`src/hw/pms_defs.svh`:
```
// Purpose: Constants for the power mode sequencer
// Assumes: 40 MHz MCLK
// Notes:   Field codes and timing counts as macros
`ifndef PMS_DEFS_SVH
`define PMS_DEFS_SVH

`define PMS_REGULATOR_FREQUENCY_FIELD_W          2
`define PMS_REGULATOR_FREQUENCY_FIELD_OFF        2'h0
`define PMS_REGULATOR_FREQUENCY_FIELD_RST        2'h3
`define PMS_PERIPH_N        8
`define PMS_CLK_PERIOD_NS   25
`define PMS_SWITCH_NS       200
`define PMS_SWITCH_CYC      (((`PMS_SWITCH_NS) + (`PMS_CLK_PERIOD_NS) - 1) / (`PMS_CLK_PERIOD_NS))
`define PMS_CNT_W           4
`define PMS_WAKE_N          8

`endif

```
`src/hw/pms_pkg.sv`:
```
// Purpose: Types for the power mode sequencer
// Assumes: Included constants header
// Notes:   Mode enum and clock/power control struct
package pms_pkg;
    typedef enum logic [2:0] {
        PMS_FULL_ON,
        PMS_ACTIVE,
        PMS_SLEEP,
        PMS_DEEP_SLEEP,
        PMS_HIBERNATE
    } pms_mode_e;

    typedef struct packed {
        logic pll_enable;
        logic pll_bypass;
        logic core_clk_en;
        logic sys_clk_en;
        logic core_power;
    } pms_ctl_s;
endpackage

```
`src/hw/pms_sync.sv`:
```
// Purpose: Three-flop input synchroniser with agreement filter
// Assumes: Asynchronous pin inputs
// Notes:   Output changes once stages two and three agree
`timescale 1ns/1ps
`default_nettype none
module pms_sync (
    input  wire logic clk,
    input  wire logic rst_n,
    input  wire logic din,
    output logic      dout
);
    logic s1_reg;
    logic s2_reg;
    logic s3_reg;
    logic out_reg;
    logic out_next;

    always_comb begin
        out_next = out_reg;
        if (s2_reg == s3_reg) begin
            out_next = s3_reg;
        end
    end

    always_ff @(posedge clk or negedge rst_n) begin
        if (!rst_n) begin
            s1_reg  <= 1'b0;
            s2_reg  <= 1'b0;
            s3_reg  <= 1'b0;
            out_reg <= 1'b0;
        end else begin
            s1_reg  <= din;
            s2_reg  <= s1_reg;
            s3_reg  <= s2_reg;
            out_reg <= out_next;
        end
    end

    assign dout = out_reg;
endmodule
`default_nettype wire

```
`src/hw/pms_gate.sv`:
```
// Purpose: Per-peripheral clock enable register bank
// Assumes: Enables qualified by the system clock enable
// Notes:   One flop per peripheral, generate loop
`timescale 1ns/1ps
`default_nettype none
`include "pms_defs.svh"
module pms_gate (
    input  wire logic                      clk,
    input  wire logic                      rst_n,
    input  wire logic [`PMS_PERIPH_N-1:0]  gate_on,
    input  wire logic                      sys_clk_en,
    output logic      [`PMS_PERIPH_N-1:0]  periph_clk_en
);
    genvar i;
    generate
        for (i = 0; i < `PMS_PERIPH_N; i = i + 1) begin : g_gate
            logic en_reg;
            logic en_next;
            always_comb begin
                en_next = gate_on[i] & sys_clk_en;
            end
            always_ff @(posedge clk or negedge rst_n) begin
                if (!rst_n) begin
                    en_reg <= 1'b0;
                end else begin
                    en_reg <= en_next;
                end
            end
            assign periph_clk_en[i] = en_reg;
        end
    endgenerate
endmodule
`default_nettype wire

```
`src/hw/pms_top.sv`:
```
// Purpose: Power mode sequencer: operating modes, wakeup, hibernate
// Assumes: MCLK 40 MHz, RST_N async active low; regulator reg kept on I/O supply
// Notes:   Control bits are plain ports
`timescale 1ns/1ps
`default_nettype none
`include "pms_defs.svh"
module pms_top (
    input  wire logic                      MCLK,
    input  wire logic                      RST_N,
    input  wire logic                      REG_RST_N,
    input  wire logic                      RESET_PIN_N,
    input  wire logic                      MODE_REQ,
    input  wire logic [2:0]                MODE_SEL,
    input  wire logic                      PLL_ENABLE_WR,
    input  wire logic                      PLL_ENABLE_IN,
    input  wire logic                      PLL_BYPASS_WR,
    input  wire logic                      PLL_BYPASS_IN,
    input  wire logic                      REGULATOR_FREQUENCY_FIELD_WR,
    input  wire logic [`PMS_REGULATOR_FREQUENCY_FIELD_W-1:0]    REGULATOR_FREQUENCY_FIELD_IN,
    input  wire logic [`PMS_WAKE_N-1:0]    WAKE_ENABLE,
    input  wire logic [`PMS_WAKE_N-1:0]    WAKE_EVENT,
    input  wire logic                      RTC_IRQ,
    input  wire logic                      HIB_WAKE,
    input  wire logic [`PMS_PERIPH_N-1:0]  PERIPH_GATE_ON,
    output logic                           PLL_ENABLE,
    output logic                           PLL_BYPASS,
    output logic                           CORE_CLK_EN,
    output logic                           SYS_CLK_EN,
    output logic                           CORE_POWER,
    output logic [`PMS_PERIPH_N-1:0]       PERIPH_CLK_EN,
    output logic                           DMA_L1_GRANT,
    output logic                           ASYNC_ACCESS_EN,
    output logic                           PIN_OUTPUT_EN,
    output logic                           EXTERNAL_WAKE_OUT_A,
    output logic                           EXTERNAL_WAKE_OUT_B,
    output logic                           HW_RESET_REQ,
    output logic                           BUSY,
    output logic [2:0]                     MODE
);
    pms_pkg::pms_mode_e                    mode_reg;
    pms_pkg::pms_mode_e                    mode_next;
    pms_pkg::pms_mode_e                    target_reg;
    pms_pkg::pms_mode_e                    target_next;
    logic                                  busy_reg;
    logic                                  busy_next;
    logic [`PMS_CNT_W-1:0]                 cnt_reg;
    logic [`PMS_CNT_W-1:0]                 cnt_next;
    logic                                  pll_en_reg;
    logic                                  pll_en_next;
    logic                                  bypass_reg;
    logic                                  bypass_next;
    logic                                  rst_req_reg;
    logic                                  rst_req_next;
    pms_pkg::pms_ctl_s                     ctl_reg;
    pms_pkg::pms_ctl_s                     ctl_next;
    logic                                  dma_reg;
    logic                                  dma_next;
    logic                                  async_reg;
    logic                                  async_next;
    logic                                  pin_en_reg;
    logic                                  pin_en_next;
    logic [`PMS_REGULATOR_FREQUENCY_FIELD_W-1:0]                regulator_frequency_field_reg;
    logic [`PMS_REGULATOR_FREQUENCY_FIELD_W-1:0]                regulator_frequency_field_next;
    logic                                  wake_a_reg;
    logic                                  wake_b_reg;
    logic                                  wake_next;
    logic                                  reset_pin_n_s;
    logic                                  rtc_s;
    logic                                  hib_wake_s;
    logic                                  wake_hit;

    // Pin is inverted so a held reset reads as a wake level
    pms_sync u_sync_rst (
        .clk   (MCLK),
        .rst_n (RST_N),
        .din   (~RESET_PIN_N),
        .dout  (reset_pin_n_s)
    );

    pms_sync u_sync_rtc (
        .clk   (MCLK),
        .rst_n (RST_N),
        .din   (RTC_IRQ),
        .dout  (rtc_s)
    );

    pms_sync u_sync_hib (
        .clk   (MCLK),
        .rst_n (RST_N),
        .din   (HIB_WAKE),
        .dout  (hib_wake_s)
    );

    assign wake_hit = |(WAKE_ENABLE & WAKE_EVENT);

    // Zero frequency code shuts the core regulator down
    function automatic logic regulator_frequency_field_is_off(input logic [`PMS_REGULATOR_FREQUENCY_FIELD_W-1:0] f);
        return (f == `PMS_REGULATOR_FREQUENCY_FIELD_OFF);
    endfunction

    // Per-mode clock and power settings
    function automatic pms_pkg::pms_ctl_s mode_ctl(input pms_pkg::pms_mode_e m,
                                                   input logic pll_on);
        pms_pkg::pms_ctl_s c;
        c = '0;
        unique case (m)
            pms_pkg::PMS_FULL_ON: begin
                c = '{1'b1, 1'b0, 1'b1, 1'b1, 1'b1};
            end
            pms_pkg::PMS_ACTIVE: begin
                c = '{pll_on, 1'b1, 1'b1, 1'b1, 1'b1};
            end
            pms_pkg::PMS_SLEEP: begin
                c = '{1'b1, 1'b0, 1'b0, 1'b1, 1'b1};
            end
            pms_pkg::PMS_DEEP_SLEEP: begin
                c = '{1'b0, 1'b0, 1'b0, 1'b0, 1'b1};
            end
            pms_pkg::PMS_HIBERNATE: begin
                c = '{1'b0, 1'b0, 1'b0, 1'b0, 1'b0};
            end
            default: begin
                c = '0;
            end
        endcase
        return c;
    endfunction

    // Mode sequencing; when idle the priority is hibernate wake,
    // regulator off, deep sleep exit, sleep wake, then a mode request
    always_comb begin
        mode_next    = mode_reg;
        target_next  = target_reg;
        busy_next    = busy_reg;
        cnt_next     = cnt_reg;
        pll_en_next  = pll_en_reg;
        bypass_next  = bypass_reg;
        rst_req_next = 1'b0;
        regulator_frequency_field_next    = regulator_frequency_field_reg;
        // PLL enable may only be written in active mode
        if (PLL_ENABLE_WR && mode_reg == pms_pkg::PMS_ACTIVE) begin
            pll_en_next = PLL_ENABLE_IN;
        end
        if (PLL_BYPASS_WR) begin
            bypass_next = PLL_BYPASS_IN;
        end
        // Regulator writes are dropped during a switch so wake outputs track the mode
        if (REGULATOR_FREQUENCY_FIELD_WR && !busy_reg) begin
            regulator_frequency_field_next = REGULATOR_FREQUENCY_FIELD_IN;
        end
        if (busy_reg) begin
            // Count down the clock switch, then commit the mode
            if (cnt_reg == '0) begin
                busy_next = 1'b0;
                mode_next = target_reg;
            end else begin
                cnt_next = cnt_reg - 1'b1;
            end
        end else if (mode_reg == pms_pkg::PMS_HIBERNATE) begin
            // A hibernate wake, RTC or reset pin restarts from reset with the regulator back on
            // and the PLL settings of full-on
            if (hib_wake_s || rtc_s || reset_pin_n_s) begin
                rst_req_next = 1'b1;
                pll_en_next  = 1'b1;
                bypass_next  = 1'b0;
                regulator_frequency_field_next    = `PMS_REGULATOR_FREQUENCY_FIELD_RST;
                target_next  = pms_pkg::PMS_FULL_ON;
                busy_next    = 1'b1;
                cnt_next     = `PMS_CNT_W'(`PMS_SWITCH_CYC);
            end
        end else if (REGULATOR_FREQUENCY_FIELD_WR && regulator_frequency_field_is_off(REGULATOR_FREQUENCY_FIELD_IN)) begin
            target_next = pms_pkg::PMS_HIBERNATE;
            busy_next   = 1'b1;
            cnt_next    = `PMS_CNT_W'(`PMS_SWITCH_CYC);
        end else if (mode_reg == pms_pkg::PMS_DEEP_SLEEP) begin
            // Besides a regulator-off write, only the reset pin or the RTC leaves deep sleep
            if (reset_pin_n_s) begin
                target_next = pms_pkg::PMS_FULL_ON;
                pll_en_next = 1'b1;
                bypass_next = 1'b0;
                busy_next   = 1'b1;
                cnt_next    = `PMS_CNT_W'(`PMS_SWITCH_CYC);
            end else if (rtc_s) begin
                target_next = pms_pkg::PMS_ACTIVE;
                busy_next   = 1'b1;
                cnt_next    = `PMS_CNT_W'(`PMS_SWITCH_CYC);
            end
        end else if (mode_reg == pms_pkg::PMS_SLEEP && wake_hit) begin
            target_next = bypass_reg ? pms_pkg::PMS_ACTIVE : pms_pkg::PMS_FULL_ON;
            busy_next   = 1'b1;
            cnt_next    = `PMS_CNT_W'(`PMS_SWITCH_CYC);
        end else if (MODE_REQ && MODE_SEL <= 3'h3) begin
            target_next = pms_pkg::pms_mode_e'(MODE_SEL);
            busy_next   = 1'b1;
            cnt_next    = `PMS_CNT_W'(`PMS_SWITCH_CYC);
        end
    end

    // Outputs derived from the committed mode; wake outputs from the regulator field
    always_comb begin
        ctl_next    = mode_ctl(mode_next, pll_en_next);
        dma_next    = (mode_next == pms_pkg::PMS_FULL_ON)
                   || (mode_next == pms_pkg::PMS_ACTIVE);
        async_next  = (mode_next != pms_pkg::PMS_DEEP_SLEEP)
                   && (mode_next != pms_pkg::PMS_HIBERNATE);
        pin_en_next = (mode_next != pms_pkg::PMS_HIBERNATE);
        wake_next   = !regulator_frequency_field_is_off(regulator_frequency_field_next);
    end

    always_ff @(posedge MCLK or negedge RST_N) begin
        if (!RST_N) begin
            mode_reg    <= pms_pkg::PMS_FULL_ON;
            target_reg  <= pms_pkg::PMS_FULL_ON;
            busy_reg    <= 1'b0;
            cnt_reg     <= '0;
            pll_en_reg  <= 1'b1;
            bypass_reg  <= 1'b0;
            rst_req_reg <= 1'b0;
            ctl_reg     <= '{1'b1, 1'b0, 1'b1, 1'b1, 1'b1};
            dma_reg     <= 1'b1;
            async_reg   <= 1'b1;
            pin_en_reg  <= 1'b1;
        end else begin
            mode_reg    <= mode_next;
            target_reg  <= target_next;
            busy_reg    <= busy_next;
            cnt_reg     <= cnt_next;
            pll_en_reg  <= pll_en_next;
            bypass_reg  <= bypass_next;
            rst_req_reg <= rst_req_next;
            ctl_reg     <= ctl_next;
            dma_reg     <= dma_next;
            async_reg   <= async_next;
            pin_en_reg  <= pin_en_next;
        end
    end

    // Regulator field on its own reset so it survives hibernate
    always_ff @(posedge MCLK or negedge REG_RST_N) begin
        if (!REG_RST_N) begin
            regulator_frequency_field_reg   <= `PMS_REGULATOR_FREQUENCY_FIELD_RST;
            wake_a_reg <= 1'b1;
            wake_b_reg <= 1'b1;
        end else begin
            regulator_frequency_field_reg   <= regulator_frequency_field_next;
            wake_a_reg <= wake_next;
            wake_b_reg <= wake_next;
        end
    end

    // Peripheral enables lag the system clock enable by one cycle
    pms_gate u_gate (
        .clk           (MCLK),
        .rst_n         (RST_N),
        .gate_on       (PERIPH_GATE_ON),
        .sys_clk_en    (ctl_reg.sys_clk_en),
        .periph_clk_en (PERIPH_CLK_EN)
    );

    assign PLL_ENABLE          = ctl_reg.pll_enable;
    assign PLL_BYPASS          = ctl_reg.pll_bypass;
    assign CORE_CLK_EN         = ctl_reg.core_clk_en;
    assign SYS_CLK_EN          = ctl_reg.sys_clk_en;
    assign CORE_POWER          = ctl_reg.core_power;
    assign DMA_L1_GRANT        = dma_reg;
    assign ASYNC_ACCESS_EN     = async_reg;
    assign PIN_OUTPUT_EN       = pin_en_reg;
    assign EXTERNAL_WAKE_OUT_A = wake_a_reg;
    assign EXTERNAL_WAKE_OUT_B = wake_b_reg;
    assign HW_RESET_REQ        = rst_req_reg;
    assign BUSY                = busy_reg;
    assign MODE                = mode_reg;
endmodule
`default_nettype wire

```
`config.mk`:
```
export PLATFORM = sky130hd
export DESIGN_NAME = pms_top
export DESIGN_NICKNAME = d
export VERILOG_FILES = /design/src/hw/pms_pkg.sv /design/src/hw/pms_sync.sv /design/src/hw/pms_gate.sv /design/src/hw/pms_top.sv
export VERILOG_INCLUDE_DIRS = /design/src /design/src/hw
export SDC_FILE = /design/constraint.sdc
export NUM_CORES = 1
export LEC_CHECK = 0
export BUFFER_PORTS_ARGS = -buffer_cell sky130_fd_sc_hd__buf_4
export CAP_MARGIN = 30
export CORE_MARGIN = 3
export CORE_UTILIZATION = 51
export CTS_BUF_LIST = sky130_fd_sc_hd__clkbuf_8
export CTS_CLUSTER_SIZE = 30
export DETAILED_ROUTE_END_ITERATION = 12
export GPL_TIMING_DRIVEN = 1
export PLACE_DENSITY = 0.81
export SETUP_SLACK_MARGIN = 0.2
export SLEW_MARGIN = 20
export SYNTH_ARGS = -nofsm -noshare
export SYNTH_HDL_FRONTEND = slang
export SYNTH_SLANG_ARGS = --single-unit
```
`constraint.sdc`:
```
create_clock -name MCLK -period 1.95 [get_ports MCLK]
set_clock_uncertainty 0.05 [all_clocks]
set_input_delay 0.585 -clock MCLK [delete_from_list [all_inputs] [get_ports MCLK]]
set_output_delay 0.585 -clock MCLK [all_outputs]
set_load 0.02 [all_outputs]
```
==> results.ini <==
[run_status]
status=finished, final reports clean

[logic_synthesis]
ys_seq_area_frac=0.599
ys_ff_latch=44
ys_types=49
syn-instance-count=151
synth-edff-count=0
netlist_area_sq_um=1860
syn_avg_cell_area_sq_um=12.3
syn_nets=193
ys_warn_count=0
async_flop_share=1.00
ys.flop_type=dfrtp_1

[layout]
final_nets=261
largest_reg_flops=8
fin_util=0.759
final_area_sq_um=2590
final_cell_mix=71 x buf_4, 32 x dfrtp_1, 10 x dfstp_2
final_common_cell=buf_4
syn_to_final_growth_pct=39.4
diodes=0
drive_above_1_share=0.532

[sta]
finalHoldViolCount=0
setup_viol=0
finalSetupTns_ns=0
finalCritPeriodShare=0.887
drv_slew=0
rsz0062_at_grt=true
slew_headroom=0.679
worst_slack_ns=0.220
worst_pin_slew_ns=0.481
fin_crit_ns=1.73
fmax_mhz=578

[cts]
h-tree-depth=2
cts-root-buf=clkbuf_8
cts_buffers=5
cts_tree=built
clk_latency_ns=0.30
cts_max_path_buffers=2
clk_pin_slew_worst_paths_ns=0.09
cts.sinks=44

[power_and_ir_drop]
seq_power_share=0.378
pwr-share-clk=0.184
leakagePower_nw=1.21
p_switching_w=0.00141
switching_share=0.357
p_comb_frac=0.438
p_per_area_nw_per_um2=1520
ir_worst_vdd_v=0.000835
p_int_w=0.00253

[routing]
ant_nets=0
vias=1382
drc=0
wl_per_cell_microns=16.3
wirelength_mm=4.33
dr.pass1.iters=5
drt_iter0_markers=60
avgViaCountPerCell=5.20

[floorplan]
core_sq_um=3420
io_pins=64
die_w_microns=66.4
die_area_sq_um=4410
start_util=0.544
die_h_microns=66.4
rows=21

[global_route]
grt_first_pass_wirelength_mm=6.37
first_global_vias=1426
track_usage=0.198
antenna_found_initial=0
grt-ovfl-total=0
grt_max_degree=42

[run]
max_cap_viol_count=0

[critical_path]
reg2reg_from=cnt_reg[0]$_DFFE_PN0P_
startpoint=cnt_reg[0]$_DFFE_PN0P_
cp_max_fo=4
crit_type=reg -> reg
start_kind=flop
crit_arrival_ns=1.92
required_ns=2.14
endpoint_kind=flop
r2r_setup_slack_ns=0.22

[placed_design]
place_ws_ns=0.0198
place.gp.congestion=0.995
numPortBuffers=63
post-dp-hpwl_mm=2.96
dpl-instance-area_sq_um=2330

[worst_hold_path]
hold_path.class=in -> async

-- cells by family (layout without fill, tap and decap cells) --
| family | after synthesis | after routing | share of synthesized area |
|---|---|---|---|
| AOI/OAI and AO/OA | 23 | 23 | 0.0956 |
| xor gates and xnor gates | 1 | 1 | 0.00471 |
| adders and majority gates | 4 | 4 | 0.0229 |
| buffers and inverters | 20 | 89 | 0.0606 |
| DFF | 44 | 44 | 0.599 |
| muxes | 7 | 7 | 0.0471 |
| and+or+nand+nor | 52 | 52 | 0.170 |
-- worst max-delay path, stage by stage (launching register included) --
cell      delay [ns]
dfrtp_1         0.39
inv_2           0.08
ha_4            0.15
and4bb_4        0.34
mux2i_4         0.32
buf_6           0.13
nand3_2         0.06
a21boi_1        0.14
-- per-stage QoR --
step	power [W]	hold WS, ns	std cells
CTS	0.00377	0.172	263
global placement	0.00285	0.290	252
finish	0.00394	0.176	266
floorplan	0.00242	0.239	151
global route	0.00416	0.170	266
detailed placement	0.00292	0.287	252
-- final timing paths --
path | cells after the start | end
min | 1 | regulator_frequency_field_reg[0]$_DFF_PN1_
max in group asynchronous | 1 | MODE[0]$_DFF_PN0_
max | 7 | ASYNC_ACCESS_EN$_DFF_PN1_
max reg2reg | 7 | ASYNC_ACCESS_EN$_DFF_PN1_
min reg2reg | 0 | u_sync_rtc.s2_reg$_DFF_PN0_
min in group MCLK | 0 | u_sync_rtc.s2_reg$_DFF_PN0_
-- layout make-up --
cell class              count  area [sq um]
inverters                   9          33.8
fillers                   248           823
multi-input cells          87           719
clock inverters             2          38.8
well taps                  46          57.6
flip-flops and latches     44          1120
repair buffers             72           544
clock buffers               6          82.6
-- power groups by stage --
stage	clock, W	combinational (W)	sequential, W
floorplan	0	0.000843	0.00158
global placement	0	0.00141	0.00144
detailed placement	0	0.00146	0.00147
CTS	0.000733	0.00157	0.00147
global route	0.000767	0.00187	0.00153
finish	0.000725	0.00173	0.00149
-- per-layer routing --
layer	track usage	wire (microns)	vias up
met2	0.361	2540	41
met3	0.0442	162	16
met5	0	0	-
met4	0.0990	127	0
met1	0.211	1500	680
li1	-	-	645
-- repair_timing --
| item | in CTS | in global routing |
|---|---|---|
| endpoints found under the setup margin | 5 | 7 |
| setup buffers | 3 | 3 |
| pin swaps | 1 | 1 |
| hold buffers | 0 | 0 |
| resized for setup | 8 | 14 |
-- cell usage after synthesis (2+ instances only) --
cell type,instances,share of area
a21o_1,2,0.0081
nor2_1,9,0.018
nor3b_1,2,0.0081
o21ai_0,2,0.0054
o22a_1,2,0.0094
and2_1,8,0.027
buf_4,10,0.040
dfstp_2,10,0.14
mux2_4,2,0.016
nand2b_1,3,0.010
dfrtp_1,34,0.46
nand2_1,9,0.018
nor3_1,2,0.0054
mux2i_1,3,0.016
maj3_1,3,0.016
a21oi_1,4,0.011
inv_1,8,0.016
mux2i_2,2,0.015
nor2b_1,2,0.0067
nor2_2,2,0.0067
a22oi_1,4,0.016
Power figures use the tool's default switching activity.
